===== config.mk =====
export PLATFORM = sky130hd
export DESIGN_NAME = dma_transfer_mode_engine
export DESIGN_NICKNAME = d
export VERILOG_FILES = /design/src/pkg/dma_pkg.sv /design/src/pkg/step_if.sv /design/src/design/addr_stepper.sv /design/src/design/dma_transfer_mode_engine.sv
export SDC_FILE = /design/constraint.sdc
export NUM_CORES = 1
export LEC_CHECK = 0
export BUFFER_PORTS_ARGS = -buffer_cell sky130_fd_sc_hd__buf_2
export CORE_ASPECT_RATIO = 0.75
export CORE_MARGIN = 5
export CORE_UTILIZATION = 65
export DETAILED_ROUTE_END_ITERATION = 12
export PLACE_DENSITY = 0.89
export SYNTH_ARGS = -nofsm -noshare
export SYNTH_HDL_FRONTEND = slang
export SYNTH_SLANG_ARGS = --single-unit

===== constraint.sdc =====
create_clock -name CLK_I -period 14.46 [get_ports CLK_I]
set_input_delay 0.723 -clock CLK_I [delete_from_list [all_inputs] [get_ports CLK_I]]
set_output_delay 0.723 -clock CLK_I [all_outputs]
set_load 0.005 [all_outputs]

===== src/pkg/dma_pkg.sv =====
`default_nettype none
package dma_pkg;

   // -----------------------------------------------------------------
   // Widths
   // -----------------------------------------------------------------
   localparam int DATA_W = 16;
   localparam int ADDR_W = 16;
   localparam int CNT_W  = 16;
   localparam int REG_AW = 4;
   localparam int TRIG_N = 16;
   localparam int TSEL_W = 4;

   // -----------------------------------------------------------------
   // Register offsets
   // -----------------------------------------------------------------
   localparam logic [REG_AW-1:0] CTRL_OFS = 4'h0;
   localparam logic [REG_AW-1:0] SRC_OFS  = 4'h2;
   localparam logic [REG_AW-1:0] DST_OFS  = 4'h4;
   localparam logic [REG_AW-1:0] CNT_OFS  = 4'h6;
   localparam logic [REG_AW-1:0] TSEL_OFS = 4'h8;

   // -----------------------------------------------------------------
   // Control word fields
   // -----------------------------------------------------------------
   localparam int MODE_LSB     = 0;
   localparam int SRC_STEP_LSB = 3;
   localparam int DST_STEP_LSB = 5;
   localparam int SRC_BYTE_BIT = 7;
   localparam int DST_BYTE_BIT = 8;
   localparam int LEVEL_BIT    = 9;
   localparam int EN_BIT       = 10;
   localparam int REQ_BIT      = 11;
   localparam int DONE_BIT     = 12;
   localparam int NMI_EN_BIT   = 13;

   // -----------------------------------------------------------------
   // Reset values
   // -----------------------------------------------------------------
   localparam logic [DATA_W-1:0] CTRL_RESET = 16'h0000;
   localparam logic [ADDR_W-1:0] ADDR_RESET = 16'h0000;
   localparam logic [CNT_W-1:0]  CNT_RESET  = 16'h0000;
   localparam logic [TSEL_W-1:0] TSEL_RESET = 4'h0;

   // -----------------------------------------------------------------
   // Modes, steps, timing
   // -----------------------------------------------------------------
   localparam logic [1:0] KIND_SINGLE = 2'b00;
   localparam logic [1:0] KIND_BLOCK  = 2'b01;
   localparam logic [1:0] STEP_DEC    = 2'b10;
   localparam logic [1:0] STEP_INC    = 2'b11;
   localparam logic [TSEL_W-1:0] TSEL_SOFT = 4'h0;
   localparam logic [1:0] BURST_LAST  = 2'b11;
   localparam logic       GAP_LAST    = 1'b1;

   typedef enum logic [3:0] {
      ST_IDLE  = 4'b0001,
      ST_READ  = 4'b0010,
      ST_WRITE = 4'b0100,
      ST_GAP   = 4'b1000
   } state_type;

endpackage : dma_pkg
`default_nettype wire


===== src/pkg/step_if.sv =====
`timescale 1ns/10ps
`default_nettype none
interface step_if #(parameter int AW = 16);
   logic [AW-1:0] addr;
   logic [AW-1:0] next_addr;
   logic [1:0]    sel;
   logic          is_byte;
   modport user    (output addr, output sel, output is_byte, input next_addr);
   modport stepper (input addr, input sel, input is_byte, output next_addr);
endinterface : step_if
`default_nettype wire


===== src/design/addr_stepper.sv =====
`timescale 1ns/10ps
`default_nettype none
module addr_stepper #(
   parameter int AW = 16
) (
   step_if.stepper s
);
   import dma_pkg::*;

   logic [AW-1:0] amount;

   always_comb begin
      // Byte steps one, word steps two
      // Step by width
      amount = s.is_byte ? AW'(1) : AW'(2);
      unique case (s.sel)
         STEP_INC: s.next_addr = s.addr + amount;
         STEP_DEC: s.next_addr = s.addr - amount;
         default:  s.next_addr = s.addr;
      endcase
   end

endmodule : addr_stepper
`default_nettype wire


===== src/design/dma_transfer_mode_engine.sv =====
`timescale 1ns/10ps
`default_nettype none
//Contract
// - Three-bit mode: single, block, burst-block, each one-shot or repeated.
// - Transfer mode works independently of any addressing mode.
// - Source and destination each selectable as byte or word.
// - Single modes move one unit per accepted trigger.
// - Zero count means no transfers in any mode.
// - Addresses and count copied at start; only working addresses step.
// - Count decrements per transfer; at zero reloads and sets done flag.
// - One-shot single clears enable when count reaches zero.
// - Repeated single keeps enable; each trigger moves one more unit.
// - One-shot block moves whole block per trigger, then clears enable.
// - Triggers during a running block or burst sequence are ignored.
// - CPU halted during block, two clocks per transfer.
// - Repeated block keeps enable; next trigger starts new block.
// - Burst modes free the CPU two clocks after every four transfers; the count restarts each block and a repeated relaunch gets no gap.
// - One-shot burst end frees CPU fully and clears enable.
// - Repeated burst restarts at once without trigger.
// - Repeated burst stops on enable clear or NMI with abort enabled.
// - With edge setting, trigger already high when selected starts nothing; wait for new edge.
// - Word to byte writes low byte; byte to word zeroes upper byte.
// - Two-bit source and destination step selects: inc, dec, hold.
// - With edge setting, rising edge of selected trigger starts work.
// - Select zero uses soft request bit, cleared when transfer starts.
module dma_transfer_mode_engine #(
   parameter int ADDR_W = dma_pkg::ADDR_W,
   parameter int CNT_W  = dma_pkg::CNT_W,
   parameter int TRIG_N = dma_pkg::TRIG_N
) (
   // Clock and reset
   input  wire  logic                       CLK_I,
   input  wire  logic                       RST_I,
   // Register port
   input  wire  logic [dma_pkg::REG_AW-1:0] REG_ADDR_I,
   input  wire  logic [dma_pkg::DATA_W-1:0] REG_WDATA_I,
   input  wire  logic                       REG_WR_I,
   input  wire  logic                       REG_RD_I,
   output logic       [dma_pkg::DATA_W-1:0] REG_RDATA_O,
   // Trigger and NMI pins
   input  wire  logic [TRIG_N-1:0]          TRIG_I,
   input  wire  logic                       NMI_I,
   // System bus master
   output logic       [ADDR_W-1:0]          MEM_ADDR_O,
   output logic                             MEM_RD_O,
   output logic                             MEM_WR_O,
   output logic                             MEM_BYTE_O,
   output logic       [dma_pkg::DATA_W-1:0] MEM_WDATA_O,
   input  wire  logic [dma_pkg::DATA_W-1:0] MEM_RDATA_I,
   // CPU and status
   output logic                             CPU_HALT_O,
   output logic                             DONE_O,
   output logic                             ENABLE_O
);
   import dma_pkg::*;

   // ----------------------------------------------------------------
   // State
   // ----------------------------------------------------------------
   typedef struct packed {
      state_type           state;
      logic [2:0]          mode;
      logic [1:0]          src_step;
      logic [1:0]          dst_step;
      logic                src_byte;
      logic                dst_byte;
      logic                level;
      logic                en;
      logic                req;
      logic                done;
      logic                nmi_en;
      logic [TSEL_W-1:0]   tsel;
      logic [ADDR_W-1:0]   src_reg;
      logic [ADDR_W-1:0]   dst_reg;
      logic [CNT_W-1:0]    cnt_reg;
      logic [ADDR_W-1:0]   src_w;
      logic [ADDR_W-1:0]   dst_w;
      logic [CNT_W-1:0]    size_w;
      logic                loaded;
      logic [1:0]          burst_cnt;
      logic                gap_cnt;
      logic [TRIG_N-1:0]   trig_s1;
      logic [TRIG_N-1:0]   trig_s2;
      logic [TRIG_N-1:0]   trig_prev;
      logic                nmi_s1;
      logic                nmi_s2;
      logic                nmi_prev;
      logic [DATA_W-1:0]   rdata;
      logic [ADDR_W-1:0]   mem_addr;
      logic                mem_rd;
      logic                mem_wr;
      logic                mem_byte;
      logic [DATA_W-1:0]   mem_wdata;
      logic                halt;
   } core_type;

   core_type r_reg;
   core_type r_next;

   logic              kind_single;
   logic              kind_block;
   logic              kind_burst;
   logic              repeated;
   logic              trig_hit;
   logic              nmi_abort;
   logic              last_xfer;
   logic              launch;
   logic              done_set;
   logic [DATA_W-1:0] ctrl_word;

   // ----------------------------------------------------------------
   // Address steppers
   // ----------------------------------------------------------------
   step_if #(.AW(ADDR_W)) src_if ();
   step_if #(.AW(ADDR_W)) dst_if ();

   assign src_if.addr    = r_reg.src_w;
   assign src_if.sel     = r_reg.src_step;
   assign src_if.is_byte = r_reg.src_byte;
   assign dst_if.addr    = r_reg.dst_w;
   assign dst_if.sel     = r_reg.dst_step;
   assign dst_if.is_byte = r_reg.dst_byte;

   addr_stepper #(.AW(ADDR_W)) u_src_step (.s(src_if.stepper));
   addr_stepper #(.AW(ADDR_W)) u_dst_step (.s(dst_if.stepper));

   // ----------------------------------------------------------------
   // Mode decode and trigger detect
   // ----------------------------------------------------------------
   always_comb begin
      kind_single = (r_reg.mode[1:0] == KIND_SINGLE);
      kind_block  = (r_reg.mode[1:0] == KIND_BLOCK);
      kind_burst  = r_reg.mode[1];
      repeated    = r_reg.mode[2];
      if (r_reg.tsel == TSEL_SOFT) begin
         trig_hit = r_reg.req;
      end else if (r_reg.level) begin
         trig_hit = r_reg.trig_s2[r_reg.tsel];
      end else begin
         trig_hit = r_reg.trig_s2[r_reg.tsel] & ~r_reg.trig_prev[r_reg.tsel];
      end
      nmi_abort = r_reg.nmi_en & r_reg.nmi_s2 & ~r_reg.nmi_prev;
      last_xfer = (r_reg.cnt_reg == CNT_W'(1));
      ctrl_word = '0;
      ctrl_word[MODE_LSB +: 3]     = r_reg.mode;
      ctrl_word[SRC_STEP_LSB +: 2] = r_reg.src_step;
      ctrl_word[DST_STEP_LSB +: 2] = r_reg.dst_step;
      ctrl_word[SRC_BYTE_BIT]      = r_reg.src_byte;
      ctrl_word[DST_BYTE_BIT]      = r_reg.dst_byte;
      ctrl_word[LEVEL_BIT]         = r_reg.level;
      ctrl_word[EN_BIT]            = r_reg.en;
      ctrl_word[REQ_BIT]           = r_reg.req;
      ctrl_word[DONE_BIT]          = r_reg.done;
      ctrl_word[NMI_EN_BIT]        = r_reg.nmi_en;
   end

   // ----------------------------------------------------------------
   // Next state
   // ----------------------------------------------------------------
   always_comb begin
      r_next          = r_reg;
      launch          = 1'b0;
      done_set        = 1'b0;
      r_next.trig_s1  = TRIG_I;
      r_next.trig_s2  = r_reg.trig_s1;
      r_next.trig_prev = r_reg.trig_s2;
      r_next.nmi_s1   = NMI_I;
      r_next.nmi_s2   = r_reg.nmi_s1;
      r_next.nmi_prev = r_reg.nmi_s2;
      r_next.mem_rd   = 1'b0;
      r_next.mem_wr   = 1'b0;
      r_next.rdata    = '0;
      if (!r_reg.en) begin
         r_next.loaded = 1'b0;
      end

      unique case (r_reg.state)
         ST_IDLE: begin
            r_next.halt = 1'b0;
            if (r_reg.en && trig_hit && (r_reg.loaded || r_reg.cnt_reg != '0)) begin
               launch = 1'b1;
            end
         end
         ST_READ: begin
            r_next.mem_wdata = (r_reg.src_byte | r_reg.dst_byte) ?
                               {8'h00, MEM_RDATA_I[7:0]} : MEM_RDATA_I;
            r_next.mem_addr  = r_reg.dst_w;
            r_next.mem_byte  = r_reg.dst_byte;
            r_next.mem_wr    = 1'b1;
            r_next.state     = ST_WRITE;
         end
         ST_WRITE: begin
            r_next.src_w     = src_if.next_addr;
            r_next.dst_w     = dst_if.next_addr;
            r_next.cnt_reg   = r_reg.cnt_reg - CNT_W'(1);
            r_next.burst_cnt = r_reg.burst_cnt + 2'b01;
            r_next.state     = ST_IDLE;
            r_next.halt      = 1'b0;
            if (last_xfer) begin
               r_next.cnt_reg   = r_reg.size_w;
               r_next.loaded    = 1'b0;
               r_next.burst_cnt = '0;
               done_set         = 1'b1;
               if (!repeated) begin
                  r_next.en = 1'b0;
               end else if (kind_burst && r_reg.en) begin
                  launch = 1'b1;
               end
            end else if (kind_single || !r_reg.en) begin
               r_next.state = ST_IDLE;
            end else if (kind_burst && r_reg.burst_cnt == BURST_LAST) begin
               r_next.state   = ST_GAP;
               r_next.gap_cnt = 1'b0;
            end else begin
               r_next.mem_addr = src_if.next_addr;
               r_next.mem_byte = r_reg.src_byte;
               r_next.mem_rd   = 1'b1;
               r_next.halt     = 1'b1;
               r_next.state    = ST_READ;
            end
         end
         ST_GAP: begin
            r_next.gap_cnt = ~r_reg.gap_cnt;
            if (!r_reg.en) begin
               r_next.state = ST_IDLE;
            end else if (r_reg.gap_cnt == GAP_LAST) begin
               r_next.mem_addr = r_reg.src_w;
               r_next.mem_byte = r_reg.src_byte;
               r_next.mem_rd   = 1'b1;
               r_next.halt     = 1'b1;
               r_next.state    = ST_READ;
            end
         end
         default: begin
            r_next.state = ST_IDLE;
            r_next.halt  = 1'b0;
         end
      endcase

      if (launch) begin
         if (!r_reg.loaded || r_reg.state == ST_WRITE) begin
            r_next.src_w    = r_reg.src_reg;
            r_next.dst_w    = r_reg.dst_reg;
            r_next.size_w   = r_reg.state == ST_WRITE ? r_reg.size_w : r_reg.cnt_reg;
            r_next.mem_addr = r_reg.src_reg;
         end else begin
            r_next.mem_addr = r_reg.src_w;
         end
         r_next.loaded    = 1'b1;
         r_next.burst_cnt = '0;
         r_next.mem_byte  = r_reg.src_byte;
         r_next.mem_rd    = 1'b1;
         r_next.halt      = 1'b1;
         r_next.state     = ST_READ;
         if (r_reg.tsel == TSEL_SOFT) begin
            r_next.req = 1'b0;
         end
      end

      if (nmi_abort) begin
         r_next.en     = 1'b0;
         r_next.loaded = 1'b0;
         r_next.mem_rd = 1'b0;
         if (r_reg.state != ST_READ) begin
            r_next.halt  = 1'b0;
            r_next.state = ST_IDLE;
         end
      end

      // Register writes
      if (REG_WR_I) begin
         unique case (REG_ADDR_I)
            CTRL_OFS: begin
               r_next.mode     = REG_WDATA_I[MODE_LSB +: 3];
               r_next.src_step = REG_WDATA_I[SRC_STEP_LSB +: 2];
               r_next.dst_step = REG_WDATA_I[DST_STEP_LSB +: 2];
               r_next.src_byte = REG_WDATA_I[SRC_BYTE_BIT];
               r_next.dst_byte = REG_WDATA_I[DST_BYTE_BIT];
               r_next.level    = REG_WDATA_I[LEVEL_BIT];
               r_next.en       = REG_WDATA_I[EN_BIT];
               r_next.req      = REG_WDATA_I[REQ_BIT];
               r_next.done     = REG_WDATA_I[DONE_BIT];
               r_next.nmi_en   = REG_WDATA_I[NMI_EN_BIT];
            end
            SRC_OFS:  r_next.src_reg = REG_WDATA_I[ADDR_W-1:0];
            DST_OFS:  r_next.dst_reg = REG_WDATA_I[ADDR_W-1:0];
            CNT_OFS:  r_next.cnt_reg = REG_WDATA_I[CNT_W-1:0];
            TSEL_OFS: r_next.tsel    = REG_WDATA_I[TSEL_W-1:0];
            default:  r_next.tsel    = r_next.tsel;
         endcase
      end
      // Hardware set beats software clear
      if (done_set) begin
         r_next.done = 1'b1;
      end

      // Register reads
      if (REG_RD_I) begin
         unique case (REG_ADDR_I)
            CTRL_OFS: r_next.rdata = ctrl_word;
            SRC_OFS:  r_next.rdata = DATA_W'(r_reg.src_reg);
            DST_OFS:  r_next.rdata = DATA_W'(r_reg.dst_reg);
            CNT_OFS:  r_next.rdata = DATA_W'(r_reg.cnt_reg);
            TSEL_OFS: r_next.rdata = DATA_W'(r_reg.tsel);
            default:  r_next.rdata = '0;
         endcase
      end
   end

   // ----------------------------------------------------------------
   // Registers
   // ----------------------------------------------------------------
   always_ff @(posedge CLK_I or posedge RST_I) begin
      if (RST_I) begin
         r_reg          <= '0;
         r_reg.state    <= ST_IDLE;
         r_reg.mode     <= CTRL_RESET[MODE_LSB +: 3];
         r_reg.src_reg  <= ADDR_RESET;
         r_reg.dst_reg  <= ADDR_RESET;
         r_reg.cnt_reg  <= CNT_RESET;
         r_reg.tsel     <= TSEL_RESET;
      end else begin
         r_reg <= r_next;
      end
   end

   // ----------------------------------------------------------------
   // Outputs
   // ----------------------------------------------------------------
   assign REG_RDATA_O = r_reg.rdata;
   assign MEM_ADDR_O  = r_reg.mem_addr;
   assign MEM_RD_O    = r_reg.mem_rd;
   assign MEM_WR_O    = r_reg.mem_wr;
   assign MEM_BYTE_O  = r_reg.mem_byte;
   assign MEM_WDATA_O = r_reg.mem_wdata;
   assign CPU_HALT_O  = r_reg.halt;
   assign DONE_O      = r_reg.done;
   assign ENABLE_O    = r_reg.en;

endmodule : dma_transfer_mode_engine
`default_nettype wire


==> reports/qor.txt <==
Top Ports = 111
Cells after Synth = 1209
pins over their slew limit = 0
Pre-antenna DRT Iters = 6
synth unique cells = 79
Clock Pin Slew Worst Setup and Hold Paths = 0.07 ns
crit path capture type = register
Slew Limit Headroom = 20.69%
register share of total power = 45.2%
Area Overhead vs Synth = 8.187%
final worst path period share = 29.21%
Primary FF master, synth = dfrtp_1
CP max stage cell = dfrtp_1
CTS root buf = clkbuf_16
Synth Warn # = 0
Max Root-Sink Buffers = 3
sw power = 827.5 uW
vias in the first global route = 9680
Post-Syn Area = 11860 um^2
RSZ-0062 raised after global routing = false
grt total ovfl = 0
min Tclk post-route = 4.224 ns
H-tree levels = 1
share of layout cells above drive strength 1 = 19.40%
Sw Share = 36.76%
EDFF count, synth = 0
VDD IR max = 0.1298 mV
CP startpoint kind = register
synth top area cells = dfrtp_1, mux2_2, nand2_1
# setup viols final = 0
total CTS buffers = 22
wirelength, routed = 34.83 mm
filler instances = 1260
CTS tree = built
Clock Sinks = 225
clock power share = 26.4%
clock latency on the worst-skew pair = 0.51 ns
syn avg cell area = 9.810 um^2
DRC viols = 0
Final Hold Viols = 0
critical path data arrival time = 4.55 ns
Crit Reg-Reg Endpoint = MEM_ADDR_O[11]$_DFFE_PP0P_
number of nets with antenna violations after routing = 0
initial antenna violation count = 2
Core Util, Final = 72.24%
leading cell types by count after synthesis = dfrtp_1, nand2_1, nor2_1, o21ai_0
# resized after CTS = 0
worst hold path class = in2async
top-count cell post-synth = dfrtp_1
Synth Register Bits = 225
diodes inserted = 0
input/output buffers = 110
Gate power share = 28.5%
slew of the pin with the lowest slew margin = 1.187 ns
num rows = 42
Overall Global Routing Usage = 32.37%
Vias per Instance = 6.863
# Max-Cap Violations = 0
CTS Hold Buffers Added = 0
core area = 17760 um^2
Crit path largest cell delay = 0.68 ns
Seq/Total Area, Yosys = 47.48%
Iteration-0 DRC Markers = 1678
R2R cell count = 13
worst-path fanout max = 26
area of the multi-input gates = 5448 um^2
Yosys top cell by area = dfrtp_1
status = completed
flip-flop count of the largest register after layout = 93
Mapped Nets = 1289
Die H = 127.0 um
first-pass GRT wire length = 54.72 mm
asr flop ratio synth = 100.0%
Int Pwr = 1423 uW
leakage = 0.005639 uW
Final HPWL DP = 23.73 mm
Power Density = 175.4 nW/um^2
via count = 10190
worst r2r src = src_if.sel[1]$_DFFE_PP0P_
GP Congestion = 0.9980
net count reported at finish = 1308
DIE WIDTH = 166.0 um
WP data required = 14.79 ns
total die area = 21080 um^2
fmax = 236.8 MHz
Initial Utilization = 66.77%
critical path class = reg2reg
post-synth top area share = 47.26%
average wire per standard cell = 23.47 um
worst reg-to-reg setup slack = 10.24 ns
CP Cell Sequence = nand2b_1 -> clkinv_1 -> nand2_1 -> inv_1 -> ha_1 -> nor2b_1 -> o21ai_0 -> a221oi_1 -> a31oi_1 -> nor2b_1 -> o21ai_0 -> a211oi_1 -> o221ai_1
Register Area = 5632 um^2
largest net degree at the start of global routing = 98
setup TNS = 0 ns
Post CTS Setup Buffer Count = 0
Final Skew = 0.01701 ns
-- logic make-up (layout without fill, tap and decap cells) --
logic type	after synthesis	count (layout)	synth area share [%]
multiplexers	106	106	9.959
XOR/XNOR	25	25	1.846
flip-flops	225	225	47.48
adder cells (fa/ha/maj)	23	23	2.553
AO/OA/AOI/OAI	311	311	16.65
buffers and inverters	148	181	6.636
AND/OR/NAND/NOR	371	371	14.88
-- metal layers --
layer / GRT usage, % / vias up / wire, um
li1: - / 4339 / -
met1: 46.14 / 4875 / 13770
met2: 47.79 / 830 / 14810
met3: 9.080 / 137 / 4664
met4: 12.46 / 4 / 1549
met5: 0 / - / 38
-- critical path, delay by kind of cell (launching register included) --
family          cells  cell delay [ns]
buf+inv             2             0.43
simple gates        4             1.20
compound gates      6             1.45
flops               1             0.68
fa+ha+maj           1             0.26
-- per-stage QoR --
stage	setup slack, ns	cell area (um^2)	hold slack [ns]	std cells	total power, uW
6_report	10.24	12830	0.3029	1484	2251
3_5_place_dp	10.41	12090	0.3347	1446	1621
5_1_grt	9.920	12830	0.3114	1484	2349
2_1_floorplan	7.576	11860	0.3312	1209	1447
3_3_place_gp	10.49	12090	0.3315	1446	1596
4_1_cts	10.39	12830	0.3132	1484	2222
-- how the worst max path moves through the flow --
stage,from,to,slack (ns),depth (start not counted)
4_1_cts,src_if.sel[0]$_DFFE_PP0P_,MEM_ADDR_O[15]$_DFFE_PP0P_,10.39,13
6_report,src_if.sel[1]$_DFFE_PP0P_,MEM_ADDR_O[11]$_DFFE_PP0P_,10.24,13
2_1_floorplan,RST_I,CPU_HALT_O$_DFF_PP0_,7.58,1
3_5_place_dp,src_if.sel[0]$_DFFE_PP0P_,MEM_ADDR_O[15]$_DFFE_PP0P_,10.41,13
5_1_grt,src_if.sel[1]$_DFFE_PP0P_,MEM_ADDR_O[11]$_DFFE_PP0P_,9.92,13
3_3_place_gp,src_if.sel[0]$_DFFE_PP0P_,MEM_ADDR_O[11]$_DFFE_PP0P_,10.49,13
-- cells in the final DEF (no fill, tap or decap), types with 6 or more instances in the layout --
| master | instances |
|---|---|
| or3_1 | 6 |
| and3_1 | 12 |
| inv_1 | 23 |
| a211oi_1 | 19 |
| nand3_1 | 32 |
| a31oi_1 | 17 |
| nor3_1 | 21 |
| ha_1 | 21 |
| xnor2_1 | 20 |
| clkbuf_16 | 23 |
| o21ai_1 | 10 |
| nor4_1 | 7 |
| nand2_1 | 146 |
| o22ai_1 | 18 |
| o21a_1 | 6 |
| a21oi_1 | 66 |
| buf_2 | 110 |
| buf_4 | 8 |
| mux2i_1 | 37 |
| nor2_1 | 86 |
| nor2b_1 | 9 |
| mux2_2 | 66 |
| nand2b_1 | 10 |
| nand4_1 | 7 |
| a22oi_1 | 29 |
| o211ai_1 | 14 |
| o21ai_0 | 79 |
| dfrtp_1 | 224 |
-- cell type report --
class                           count  area share (%)
Sequential cell                   225           43.89
Multi-Input combinational cell    836           42.46
Clock buffer                       31           5.032
Timing Repair Buffer              118           4.759
Tap cell                          242           2.360
Inverter                           25          0.7899
Clock inverter                      7          0.7118
-- power groups by stage --
stage	clock (uW)	combinational (uW)	sequential (uW)
4_1_cts	594	629	999
3_5_place_dp	0	615	1010
5_1_grt	620	703	1030
3_3_place_gp	0	596	1000
6_report	593	640	1020
2_1_floorplan	0	563	884
Power figures use the tool's default switching activity.
